File: config.mk
export PLATFORM = sky130hd
export DESIGN_NAME = pll_lock_window_pump_control
export DESIGN_NICKNAME = d
export VERILOG_FILES = /design/src/design/pll_lock_pkg.sv /design/src/design/pll_lock_window_pump_control.sv
export SDC_FILE = /design/constraint.sdc
export NUM_CORES = 1
export LEC_CHECK = 0
export BUFFER_PORTS_ARGS = -buffer_cell sky130_fd_sc_hd__clkbuf_2
export CAP_MARGIN = 25
export CORE_MARGIN = 2
export CORE_UTILIZATION = 47
export CTS_BUF_LIST = sky130_fd_sc_hd__clkbuf_8
export DETAILED_ROUTE_END_ITERATION = 7
export GPL_ROUTABILITY_DRIVEN = 0
export PLACE_DENSITY = 0.69
export REMOVE_ABC_BUFFERS = 1
export SYNTH_ARGS = -nofsm -noshare
export SYNTH_HDL_FRONTEND = slang
export SYNTH_SLANG_ARGS = --single-unit
File: constraint.sdc
create_clock -name ref_clk_i -period 4.2 [get_ports ref_clk_i]
set_input_delay 0.21 -clock ref_clk_i [delete_from_list [all_inputs] [get_ports ref_clk_i]]
set_output_delay 0.21 -clock ref_clk_i [all_outputs]
set_load 0.1 [all_outputs]
File: src/design/pll_lock_pkg.sv
package pll_lock_pkg;
    // Field widths of the settings
    localparam int unsigned DIV_CODE_W = 3;
    localparam int unsigned SPEED_W = 2;
    localparam int unsigned COUNT_W = 3;
    localparam int unsigned GAIN_W = 7;
    localparam int unsigned SLIP_W = 2;
    localparam int unsigned ODIV_W = 6;
    // Window timer width, counted in lock-detect clock cycles
    localparam int unsigned WIN_W = 12;
    // Lock-detect clock prescale per speed code: speed 00 fastest
    localparam logic [3:0] SPEED_PRESCALE_0 = 4'h1;
    // Offset magnitude step and limits, microamps
    localparam int unsigned OFFSET_STEP_UA = 5;
    localparam int unsigned OFFSET_MAX_UA = 635;
    // Pump current per code step, in microamps: 50 codes give 1000 uA
    localparam int unsigned PUMP_UA_PER_CODE = 20;
    localparam int unsigned CURRENT_W = 12;
    // Consecutive in-window arrivals needed: 2^(code+LOCK_EXP_BASE)
    localparam int unsigned LOCK_CNT_W = 12;
    localparam logic [3:0] LOCK_EXP_BASE = 4'h2;
    // Oscillator band limits in MHz; output divider limits as divide ratios
    localparam int unsigned VCO_MIN_MHZ = 1500;
    localparam int unsigned VCO_MAX_MHZ = 3000;
    localparam logic [ODIV_W-1:0] ODIV_MIN = 6'h02;
    localparam logic [ODIV_W-1:0] ODIV_MAX = 6'h3E;
    // Window state machine
    typedef enum logic [2:0] {
        ST_IDLE = 3'b001,
        ST_WAIT_VCO = 3'b010,
        ST_WAIT_REF = 3'b100
    } win_state_t;
endpackage : pll_lock_pkg

File: src/design/pll_lock_window_pump_control.sv
`timescale 1ns/1ps
module pll_lock_window_pump_control #(
    parameter int unsigned LOCK_CNT_W = pll_lock_pkg::LOCK_CNT_W
) (
    // Clock and reset
    input wire logic ref_clk_i,
    input wire logic resetn_i,
    // Divided edges at the phase comparator, one-cycle pulses
    input wire logic ref_edge_i,
    input wire logic vco_edge_i,
    // Lock-detect settings
    input wire logic lock_detect_en_i,
    input wire logic timer_window_sel_i,
    input wire logic [pll_lock_pkg::DIV_CODE_W-1:0] timer_divide_i,
    input wire logic [pll_lock_pkg::SPEED_W-1:0] timer_speed_i,
    input wire logic [pll_lock_pkg::COUNT_W-1:0] lock_count_code_i,
    // Pump settings
    input wire logic [pll_lock_pkg::GAIN_W-1:0] pump_down_current_code_i,
    input wire logic [pll_lock_pkg::GAIN_W-1:0] pump_up_current_code_i,
    input wire logic [pll_lock_pkg::GAIN_W-1:0] offset_code_i,
    input wire logic offset_up_en_i,
    input wire logic offset_down_en_i,
    input wire logic [pll_lock_pkg::SLIP_W-1:0] slip_guard_i,
    // Mode and output path
    input wire logic frac_mod_en_i,
    input wire logic mod_bypass_i,
    input wire logic [pll_lock_pkg::ODIV_W-1:0] out_divide_i,
    input wire logic doubler_en_i,
    // Status and decoded controls
    output logic lock_indicator_o,
    output logic gain_boost_o,
    output logic [pll_lock_pkg::CURRENT_W-1:0] pump_up_ua_o,
    output logic [pll_lock_pkg::CURRENT_W-1:0] pump_down_ua_o,
    output logic [pll_lock_pkg::CURRENT_W-1:0] offset_up_ua_o,
    output logic [pll_lock_pkg::CURRENT_W-1:0] offset_down_ua_o,
    output logic integer_mode_o,
    output logic [pll_lock_pkg::ODIV_W-1:0] out_divide_o,
    output logic doubler_o
);

    localparam int unsigned WW = pll_lock_pkg::WIN_W;
    localparam int unsigned CW = pll_lock_pkg::CURRENT_W;
    pll_lock_pkg::win_state_t state_q, state_d;
    logic [WW-1:0] win_cnt_q, win_cnt_d, win_len;
    logic [LOCK_CNT_W-1:0] hit_cnt_q, hit_cnt_d, hit_target;
    logic lock_q, lock_d, boost_q, boost_d;
    logic in_window, out_window;
    logic [CW-1:0] up_ua_d, dn_ua_d, off_ua, offu_d, offd_d;
    logic [CW-1:0] up_ua_q, dn_ua_q, offu_q, offd_q;
    logic int_mode_q, int_mode_d, dbl_q, dbl_d;
    logic [pll_lock_pkg::ODIV_W-1:0] odiv_q, odiv_d;

    // Window length in lock-detect ticks: code n gives 2^n, so the nominal
    // half tick of code 0 rounds up to one; times speed+1, slower = longer
    always_comb
    begin
        win_len = WW'(({{(WW-1){1'b0}}, 1'b1} << timer_divide_i)
            * (WW'(timer_speed_i) + WW'(pll_lock_pkg::SPEED_PRESCALE_0)));
    end

    // Hit target; four-bit exponent so codes 6 and 7 cannot wrap
    always_comb
    begin
        hit_target = LOCK_CNT_W'(({{(LOCK_CNT_W-1){1'b0}}, 1'b1}
            << ({1'b0, lock_count_code_i} + pll_lock_pkg::LOCK_EXP_BASE)));
    end

    // Window timer: opens on whichever edge comes first
    always_comb
    begin
        state_d = state_q;
        win_cnt_d = win_cnt_q;
        in_window = 1'b0;
        out_window = 1'b0;
        case (state_q)
            pll_lock_pkg::ST_IDLE:
            begin
                if (ref_edge_i && vco_edge_i)
                begin
                    in_window = 1'b1; // Coincident edges: zero offset
                end
                else if (ref_edge_i || vco_edge_i)
                begin
                    state_d = ref_edge_i ? pll_lock_pkg::ST_WAIT_VCO
                                         : pll_lock_pkg::ST_WAIT_REF;
                    win_cnt_d = win_len;
                end
            end
            pll_lock_pkg::ST_WAIT_VCO, pll_lock_pkg::ST_WAIT_REF:
            begin
                if ((state_q == pll_lock_pkg::ST_WAIT_VCO && vco_edge_i)
                    || (state_q == pll_lock_pkg::ST_WAIT_REF && ref_edge_i))
                begin
                    in_window = (win_cnt_q != '0);
                    out_window = (win_cnt_q == '0);
                    state_d = pll_lock_pkg::ST_IDLE;
                end
                else if (win_cnt_q != '0)
                begin
                    win_cnt_d = win_cnt_q - WW'(1);
                end
            end
            default:
            begin
                state_d = pll_lock_pkg::ST_IDLE;
            end
        endcase
        if (!lock_detect_en_i)
        begin
            state_d = pll_lock_pkg::ST_IDLE;
            in_window = 1'b0;
            out_window = 1'b0;
        end
    end

    // Lock declaration and slip guard; a miss always clears lock
    always_comb
    begin
        hit_cnt_d = hit_cnt_q;
        lock_d = lock_q;
        boost_d = boost_q;
        if (!lock_detect_en_i)
        begin
            hit_cnt_d = '0;
            lock_d = 1'b0;
        end
        else if (out_window)
        begin
            hit_cnt_d = '0;
            lock_d = 1'b0;
        end
        else if (in_window)
        begin
            if (hit_cnt_q + LOCK_CNT_W'(1) >= hit_target)
            begin
                lock_d = 1'b1;
                hit_cnt_d = hit_target;
            end
            else
            begin
                hit_cnt_d = hit_cnt_q + LOCK_CNT_W'(1);
            end
        end
        // Boost while the pending edge has run past four times the guard count
        boost_d = (state_q != pll_lock_pkg::ST_IDLE) && (slip_guard_i != '0)
            && ((win_len - win_cnt_q) > (WW'(slip_guard_i) << 2));
    end

    // Pump current decode, linear in code
    always_comb
    begin
        up_ua_d = CW'(pump_up_current_code_i)
            * CW'(pll_lock_pkg::PUMP_UA_PER_CODE);
        dn_ua_d = CW'(pump_down_current_code_i)
            * CW'(pll_lock_pkg::PUMP_UA_PER_CODE);
        off_ua = CW'(offset_code_i) * CW'(pll_lock_pkg::OFFSET_STEP_UA);
        offu_d = offset_up_en_i ? off_ua : '0;
        offd_d = offset_down_en_i ? off_ua : '0;
        int_mode_d = !frac_mod_en_i && mod_bypass_i;
        // Divider only even and within 2..62, odd values round down; below
        // 2 stays on the fundamental, so the oscillator never leaves its band
        odiv_d = (out_divide_i < pll_lock_pkg::ODIV_MIN) ? '0
            : {out_divide_i[pll_lock_pkg::ODIV_W-1:1], 1'b0};
        dbl_d = doubler_en_i && (odiv_d == '0);
    end

    // All state registers
    always_ff @(posedge ref_clk_i or negedge resetn_i)
    begin
        if (!resetn_i)
        begin
            state_q <= pll_lock_pkg::ST_IDLE;
            win_cnt_q <= '0;
            hit_cnt_q <= '0;
            lock_q <= 1'b0;
            boost_q <= 1'b0;
            up_ua_q <= '0;
            dn_ua_q <= '0;
            offu_q <= '0;
            offd_q <= '0;
            int_mode_q <= 1'b0;
            odiv_q <= '0;
            dbl_q <= 1'b0;
        end
        else
        begin
            state_q <= state_d;
            win_cnt_q <= win_cnt_d;
            hit_cnt_q <= hit_cnt_d;
            lock_q <= lock_d;
            boost_q <= boost_d;
            up_ua_q <= up_ua_d;
            dn_ua_q <= dn_ua_d;
            offu_q <= offu_d;
            offd_q <= offd_d;
            int_mode_q <= int_mode_d;
            odiv_q <= odiv_d;
            dbl_q <= dbl_d;
        end
    end

    assign lock_indicator_o = lock_q;
    assign gain_boost_o = boost_q;
    assign pump_up_ua_o = up_ua_q;
    assign pump_down_ua_o = dn_ua_q;
    assign offset_up_ua_o = offu_q;
    assign offset_down_ua_o = offd_q;
    assign integer_mode_o = int_mode_q;
    assign out_divide_o = odiv_q;
    assign doubler_o = dbl_q;

    // Checks
    property p_miss_drops_lock;
        @(posedge ref_clk_i) disable iff (!resetn_i)
        out_window |=> !lock_indicator_o;
    endproperty
    a_miss_drops_lock: assert property (p_miss_drops_lock)
        else $error("lock kept after a miss");
    property p_lock_needs_hit;
        @(posedge ref_clk_i) disable iff (!resetn_i)
        $rose(lock_indicator_o) |-> $past(in_window);
    endproperty
    a_lock_needs_hit: assert property (p_lock_needs_hit)
        else $error("lock rose without an in-window edge");
    property p_first_edge_opens;
        @(posedge ref_clk_i) disable iff (!resetn_i)
        (state_q == pll_lock_pkg::ST_IDLE && ref_edge_i && !vco_edge_i
         && lock_detect_en_i) |=> (state_q == pll_lock_pkg::ST_WAIT_VCO
         && win_cnt_q == $past(win_len));
    endproperty
    a_first_edge_opens: assert property (p_first_edge_opens)
        else $error("window did not open on reference edge");
    property p_vco_first;
        @(posedge ref_clk_i) disable iff (!resetn_i)
        (state_q == pll_lock_pkg::ST_IDLE && vco_edge_i && !ref_edge_i
         && lock_detect_en_i) |=> state_q == pll_lock_pkg::ST_WAIT_REF;
    endproperty
    a_vco_first: assert property (p_vco_first)
        else $error("window did not open on oscillator edge");
    property p_pump_linear;
        @(posedge ref_clk_i) disable iff (!resetn_i)
        (pump_up_current_code_i == 7'h32) |=> pump_up_ua_o == 12'h3E8;
    endproperty
    a_pump_linear: assert property (p_pump_linear)
        else $error("code 50 does not give 1 mA");
    property p_offset_route;
        @(posedge ref_clk_i) disable iff (!resetn_i)
        !offset_down_en_i |=> offset_down_ua_o == '0;
    endproperty
    a_offset_route: assert property (p_offset_route)
        else $error("down offset applied while disabled");
    property p_offset_max;
        @(posedge ref_clk_i) disable iff (!resetn_i)
        (offset_code_i == 7'h7F && offset_up_en_i)
        |=> offset_up_ua_o == 12'h27B;
    endproperty
    a_offset_max: assert property (p_offset_max)
        else $error("offset full scale is not 635 uA");
    property p_divider_even;
        @(posedge ref_clk_i) disable iff (!resetn_i)
        out_divide_o[0] == 1'b0 && !(doubler_o && out_divide_o != '0);
    endproperty
    a_divider_even: assert property (p_divider_even)
        else $error("odd divider or doubler with divider");
    property p_boost_only_pending;
        @(posedge ref_clk_i) disable iff (!resetn_i)
        gain_boost_o |-> $past(state_q) != pll_lock_pkg::ST_IDLE;
    endproperty
    a_boost_only_pending: assert property (p_boost_only_pending)
        else $error("gain boost with no pending edge");

endmodule : pll_lock_window_pump_control

# == Word level (Yosys, flattened, before mapping) ==
# Cells that the tools add are included.
# totals
register_bits,77
output_inout_bits,58
input_bits,48
# classes
eq_ne,13
n_mul,4
magnitude_cmp,3
n_shift,2
reduce_logical,19
mux,29
addsub,5
# op_table
op,n
$mux 12,8
$mul 7x3->10 const B,3
$pmux 12 s2,1
$mux 10,2
$mux 3,5
$add 12x1->12 const B,1
$ge 12x12->1,1
$gt 12x4->1,1
$logic_not 12->1,1
$mul 12x3->12,1
$reduce_bool 12->1,1
$shl 1x3->12 const A,1
$shl 1x4->12 const A,1
$sub 12x1->12 const B,1
$sub 12x12->12,1
$mux 1,10
$ne 3x1->1 const B,3
$ne 3x3->1 const B,3
$ne 2x2->1 const B,4
$logic_and 1x1->1,7
$logic_not 6->1,1
$lt 6x2->1 const B,1
$mux 6,1
$pmux 3 s2,1
other kinds (13),15

# == Depth between registers and ports, before layout ==
# Gate-level depths: netlist of the first run.
# logic_depth
ltp_word,9
ltp_mapped,18
mapped_depth_nobuf,18

# == Least setup slack after synthesis of the first run ==
# No wires, ideal clock.
# synth_timing
kind,input -> register
start,input timer_speed_i[0] (netlist name)
end,register boost_q (netlist: gain_boost_o)
setup_time_ps,131
setup_slack_ps,253
required_time_ps,4069
path_buffers,0
t_arrival_ps,3816
path_stages,18
path_cell_list,ha_1 -> nor2b_1 -> and2_1 -> fa_1 -> ha_1 -> fa_1 -> a21o_1 -> a21oi_1 -> o21bai_1 -> a21oi_1 -> xnor2_1 -> ha_1 -> nand2_1 -> o21ai_0 -> and2_1 -> a221oi_1 -> nor4_1 -> a31oi_1
# synth_via
elab_chain_cells,5
# synth_lines
item,line,text
"start, declared",pll_lock_window_pump_control.sv:15,"input wire logic [pll_lock_pkg::SPEED_W-1:0] timer_speed_i,"
$add 2x1->3,pll_lock_window_pump_control.sv:58,* (WW'(timer_speed_i) + WW'(pll_lock_pkg::SPEED_PRESCALE_0)));
$mul 12x3->12,pll_lock_window_pump_control.sv:58,
$sub 12x12->12,pll_lock_window_pump_control.sv:146,&& ((win_len - win_cnt_q) > (WW'(slip_guard_i) << 2));
$gt 12x4->1,pll_lock_window_pump_control.sv:146,
$logic_and 1x1->1,pll_lock_window_pump_control.sv:146,
named net boost_d,pll_lock_window_pump_control.sv:46,"logic lock_q, lock_d, boost_q, boost_d;"
"end signal, assigned",pll_lock_window_pump_control.sv:191,boost_q <= boost_d;
"end, declared",pll_lock_window_pump_control.sv:46,
# The timed path passes the listed nets, and every way through them passes these cells.
# A chain may end at the register's enable or synchronous reset.

# == Worst setup path after layout of the first run ==
# Ends and elaborated chain as after synthesis.

==> metrics.cfg, run 1 <==
[run_status]
outcome=complete, no violations

[sta]
timing.final.ws_setup_ns=0.327
drv_slew=0
worst_pin_slew_ns=0.993
clock.fmax_mhz=258
finalHoldViolCount=0
finalCriticalPeriod_ns=3.87
finalSetupViolCount=0
rsz0062_at_grt=false
finClkSkew_ns=0.0132
timing.hold.ws_ns=0.0591
max-slew-margin-rel_pct=33.8
setup_tns_ns=0
fin_crit_sh_pct=92.2

[final_layout]
fillCellCount=1037
area_growth_pct=16.9
multi_input_area_um2=3460
seqCellArea_um2=1900
fin_area_um2=6580
final_nets=842
num_antenna_cells=0
final_common_cell=clkbuf_2
layout_common_cells=93 x clkbuf_2, 75 x dfrtp_1, 67 x ha_1, 46 x nand2_1, 42 x nor2_1
drive_gt1_share_pct=18.2

[critical_path]
crit_fanout=5
r2r-start=hit_cnt_q[2]
path_class=in2reg
critPathArrivalTime_ns=4.18
cp-startpoint=timer_speed_i[0]
ff2ff_path_depth=11
startpoint_type=input port
critPathCaptureType=flop
worstPathRequired_ns=4.51

[clocking]
cts_buffers=9
cts_sinks=76
clk_pin_slew_ns=0.10
cts_buffer_depth=2
cts_tree=yes
post-cts-setup-buffers=0
insertion_delay_ns=0.37
htree_levels=3
clock_tree.root_cell=clkbuf_8

[die]
io_pins=106
start_util_pct=48.7
dieArea_um2=12900
num_rows=39
core_region_area_um2=11600
die_h_um=113
die_x_um=113

[drt]
drtPass1Iterations=5
avgRoutedWirePerCell_um=14.7
via_per_inst=5.46
ant_nets=0
drtIter0Drc=217
drc=0
drt_wl_total_mm=12.7
dr_total_vias=4714

[placement]
place_hpwl_mm=9.91
placed_area_um2=6230
pre_cts_ws_ns=-0.109
portBuffers=94

[pwr]
peakVddDrop_uv=282
total_power_uw=2760
cellLeakagePower_uw=0.00331
power_density_nw_per_um2=419

[flow_run]
max_cap_viol_count=0

[grt]
overflow=0
antenna_found_initial=0
grt_max_degree=77
grt_pass1_wl_mm=21.2
grt_pass1_vias=4649
track_usage_pct=20.3

[synth]
netlist_area_um2=5630
synthCells=607
synthArstFlopShare_pct=100
synth-seq-cells=76
synth_area_leaders=dfrtp_1 33%, ha_1 15%, xnor2_1 4.0%
ys_warn_count=0
synth_edf_count=0
yosys.area.top_type=dfrtp_1
netlist.area_leader.share_pct=33.3
synthDistinctLibCells=58
synth-main-ff-cell=dfrtp_1
synth_area_per_cell_um2=9.27
ys_seq_area_share_pct=33.8

[min_path]
hp-start=pump_down_current_code_i[6]
hold_depth=2
hold_class=in2reg

==> power breakdown <==
part	switching [µW]	internal (µW)
logic	920	384
registers	62.4	818
clock network	337	238
total	1320	1440
==> state kept, by name (all words and copies together), names as in the netlist, 3 cells and up <==
register          count
pump_down_ua_o       10
offset_down_ua_o     10
offset_up_ua_o       10
win_cnt_q            12
pump_up_ua_o         10
out_divide_o          5
state_q               3
hit_cnt_q            12
==> routing by layer <==
layer  global-route usage (%)  up-vias  wire (µm)
met5                        0        -          0
met4                     5.20        0        150
met3                     5.53       14        693
met1                     26.0     2250       5700
li1                         -     2342          -
met2                     34.2      108       6140
==> cells by family after synthesis <==
kind of cell / Yosys count / share of synthesized area, %
XOR/XNOR: 34 / 5.29
multiplexers: 10 / 1.80
other: 1 / 0.0666
adder cells (fa/ha/maj): 78 / 18.8
flip-flops: 76 / 33.8
AO/OA/AOI/OAI: 131 / 15.2
buffers and inverters: 66 / 5.33
AND/OR/NAND/NOR: 211 / 19.7
==> stage by stage <==
step,utilization (%),std cells
floorplan,-,588
global placement,53.8,834
detailed placement,53.9,835
CTS,56.6,862
global route,56.9,864
finish,56.9,864
==> path summary, 6_finish.rpt <==
check | end | slack [ns]
setup reg to reg | hit_cnt_q[2] | 0.93
hold / removal | pump_down_ua_o[10] | 0.06
min in group asynchronous | gain_boost_o | 0.17
hold reg to reg | hit_cnt_q[11] | 0.53
max in group asynchronous | pump_up_ua_o[5] | 3.48
setup / recovery | gain_boost_o | 0.33
==> worst max-delay path, cell delays in order <==
cell and delay (ns):
clkbuf_2 0.10, ha_1 0.21, nor2b_1 0.17, and2_1 0.18, fa_1 0.48, ha_1 0.24, fa_1 0.41, a21o_1 0.19
a21oi_1 0.21, o21bai_1 0.13, a21oi_1 0.23, xnor2_1 0.12, ha_1 0.35, and3_1 0.19, nand2_1 0.06, a21o_1 0.17
a221oi_1 0.27, nor4_1 0.10, a31oi_1 0.16
==> final cells by class <==
cell class                 count  area share (%)
timing repair buffer         117            10.6
clock inverter                 7            1.16
inverter                      39            2.22
tap                          143            2.72
multi-input combinational    473            52.5
clock buffer                   9            1.88
sequential                    76            28.9
==> synthesized netlist by cell type, drive strengths merged, types with 2 or more instances <==
library cell  count
nor3             16
a2111oi           2
buf              15
a31oi            11
nand3            24
nand3b            5
a32o              4
nor4              2
and2             19
clkbuf           12
nor2             43
nand2b           13
o221ai            3
nor2b            16
a21oi            39
nor4b             2
fa               11
a211o             3
o21a              7
inv              39
and3             10
xor2              8
and4              6
xnor2            26
a21o             14
dfrtp            75
a22o              4
o21ai            24
o21bai            8
mux2i             9
nand4             5
ha               67
a221oi            2
nand2            46
==> timing repair <==
action                                  CTS  global route
endpoints found under the hold margin    11            75
endpoints found under the setup margin    0             1
hold buffers                             11             1
resized for setup                         0             2
No activity file was read; power rests on OpenSTA's default activity.
==> run 2: changes to the inputs <==
clock period = 3.7 ns   (was 4.2 ns; I/O delays follow)
==> run 2 against run 1 <==
Die area unchanged. Cell count increased by 5.6%. Highest routed layer unchanged. Clock-buffer cell count unchanged. Cell area increased by 9.2%.
==> metrics.cfg, run 2 (synthesized netlist as in run 1, its figures left out) <==
[min_path]
hold_path_end=integer_mode_o
hold_depth=2  ; unchanged
hold_class=in2reg
hp-start=mod_bypass_i

[clocking]
cts_tree=yes
cts_buffer_depth=2  ; unchanged
clock_tree.root_cell=clkbuf_8
cts_sinks=76  ; unchanged
htree_levels=3  ; unchanged
insertion_delay_ns=0.36  ; about the same
clk_pin_slew_ns=0.10  ; about the same
cts_buffers=9  ; unchanged

[sta]
clock.fmax_mhz=273
finalHoldViolCount=0  ; unchanged
fin_crit_sh_pct=99.1
finalSetupViolCount=0  ; unchanged
rsz0062_at_grt=true
setup_tns_ns=0  ; unchanged
finalCriticalPeriod_ns=3.67
drv_slew=0  ; unchanged
worst_pin_slew_ns=1.07  ; +0.0818 ns
finClkSkew_ns=0.0104  ; -0.00275 ns
max-slew-margin-rel_pct=28.4  ; -5.5 points

[drt]
drtPass1Iterations=6  ; +1
avgRoutedWirePerCell_um=15.4  ; +4.9%
drt_wl_total_mm=14.0  ; +11%
dr_total_vias=4961  ; +5.2%
drc=0  ; unchanged
drtIter0Drc=313  ; +44%
via_per_inst=5.44  ; -0.30%
ant_nets=0  ; unchanged

[final_layout]
final_common_cell=clkbuf_2
drive_gt1_share_pct=28.5  ; +10 points
fillCellCount=922  ; -11%
final_nets=890  ; +5.7%
reg_top3=hit_cnt_q x12, win_cnt_q x12
layout_common_cells=91 x clkbuf_2, 75 x dfrtp_1, 61 x ha_1, 58 x buf_4, 44 x nand2_1
num_antenna_cells=0  ; unchanged
fin_cells=912  ; +5.6%
area_growth_pct=27.7

[critical_path]
worstPathRequired_ns=3.98  ; -0.53 ns
critPathArrivalTime_ns=3.95  ; -0.23 ns
r2r-start=hit_cnt_q[2]
startpoint_type=input port
crit_fanout=6  ; +1
ff2ff_path_depth=11  ; unchanged
critPathCaptureType=flop
r2r_end=hit_cnt_q[8]
rrSetupSlack_ns=0.35  ; -0.58 ns
path_class=in2reg

[die]
num_rows=39  ; unchanged
core_region_area_um2=11600  ; unchanged
start_util_pct=48.7  ; unchanged
die_h_um=113  ; unchanged
io_pins=106  ; unchanged
die_x_um=113  ; unchanged
dieArea_um2=12900  ; unchanged

[pwr]
total_power_uw=3290  ; +19%
cellLeakagePower_uw=0.00358  ; +8.2%
power_density_nw_per_um2=458  ; +9.3%
peakVddDrop_uv=357  ; +27%

[placement]
portBuffers=94  ; unchanged
dp.cells=877  ; +5.0%
place_hpwl_mm=10.4  ; +5.0%

[flow_run]
max_cap_viol_count=0  ; unchanged

[grt]
overflow=0  ; unchanged
grt_pass1_vias=4881  ; +5.0%
antenna_found_initial=0  ; unchanged
grt_max_degree=77  ; unchanged
track_usage_pct=21.1  ; +0.85 points
grt_pass1_wl_mm=22.3  ; +5.2%

[run_status]
outcome=complete, no violations

-- run 2: cell types whose count changed in the layout (fill, tap and decap cells not counted), sizes merged --
cell,previous run,this run
inv,45,46
buf,12,62
clkinv,1,0
clkbuf,102,100
-- run 2: worst max-delay path by stage --
stage	start	endpoint	slack (ns)	cells after the start
floorplan	timer_speed_i[0]	gain_boost_o	-0.22	18
global placement	timer_speed_i[0]	gain_boost_o	-0.39	19
detailed placement	timer_speed_i[0]	gain_boost_o	-0.59	19
CTS	timer_speed_i[0]	gain_boost_o	0.007	19
global route	timer_speed_i[0]	gain_boost_o	-0.1	19
finish	timer_speed_i[0]	gain_boost_o	0.03	19
-- run 2: stage by stage --
| stage | hold WS [ns] | worst slack, ns | util (%) | area (µm²) |
|---|---|---|---|---|
| 4_1_cts | 0.0185 | 0.00666 | 59.7 | 6910 |
| 5_1_grt | 0.0261 | -0.0978 | 62.1 | 7190 |
| 2_1_floorplan | -0.111 | -0.222 | - | 5510 |
| 3_3_place_gp | 0.303 | -0.387 | 56.6 | 6550 |
| 3_5_place_dp | 0.307 | -0.591 | 56.6 | 6550 |
| 6_report | 0.0412 | 0.0322 | 62.1 | 7190 |
-- run 2: final cells by class --
type	instances	area, µm²	area share [%]
timing repair buffer	165	1080	15.0
inverter	39	146	2.04
tap	143	179	2.49
multi-input combinational	473	3690	51.3
sequential	76	1900	26.5
clock buffer	9	124	1.72
clock inverter	7	71.3	0.993
-- run 2: per-layer routing --
metal | part of all wire, % | global-route usage, % | up-vias
li1 | - | - | 2437
met1 | 42 | 25.8 | 2348
met2 | 51 | 37.6 | 148
met3 | 5.5 | 5.42 | 28
met4 | 2.2 | 5.12 | 0
met5 | 0 | 0 | -
-- run 2: power breakdown --
part / switching, µW / internal, µW / leakage, µW / total [µW]
Sequential: 69.2 / 929 / 0.000968 / 998
Combinational: 1110 / 539 / 0.00251 / 1650
Clock: 379 / 270 / 0.000103 / 648
Total: 1560 / 1740 / 0.00358 / 3290
-- run 2: what timing repair did --
| action | in CTS | in global routing |
|---|---|---|
| setup buffers | 1 | 5 |
| endpoints found under the setup margin | 1 | 1 |
| hold buffers | 12 | 0 |
| resized for setup | 9 | 50 |
| hold endpoints to repair | 13 | 0 |
| pin swaps | 4 | 26 |
| gates cloned | 0 | 0 |
-- run 2: worst max-delay path, stage by stage --
cell	delay (ns)
buf_8	0.10
ha_4	0.28
nand2b_4	0.06
nor2_4	0.11
fa_1	0.46
ha_4	0.19
fa_2	0.39
a21o_1	0.20
a21oi_2	0.20
o21bai_2	0.12
a21oi_2	0.19
xnor2_1	0.11
ha_2	0.41
and3_4	0.21
nand2_2	0.04
a21o_1	0.17
a221oi_2	0.27
nor4_2	0.09
a31oi_1	0.16
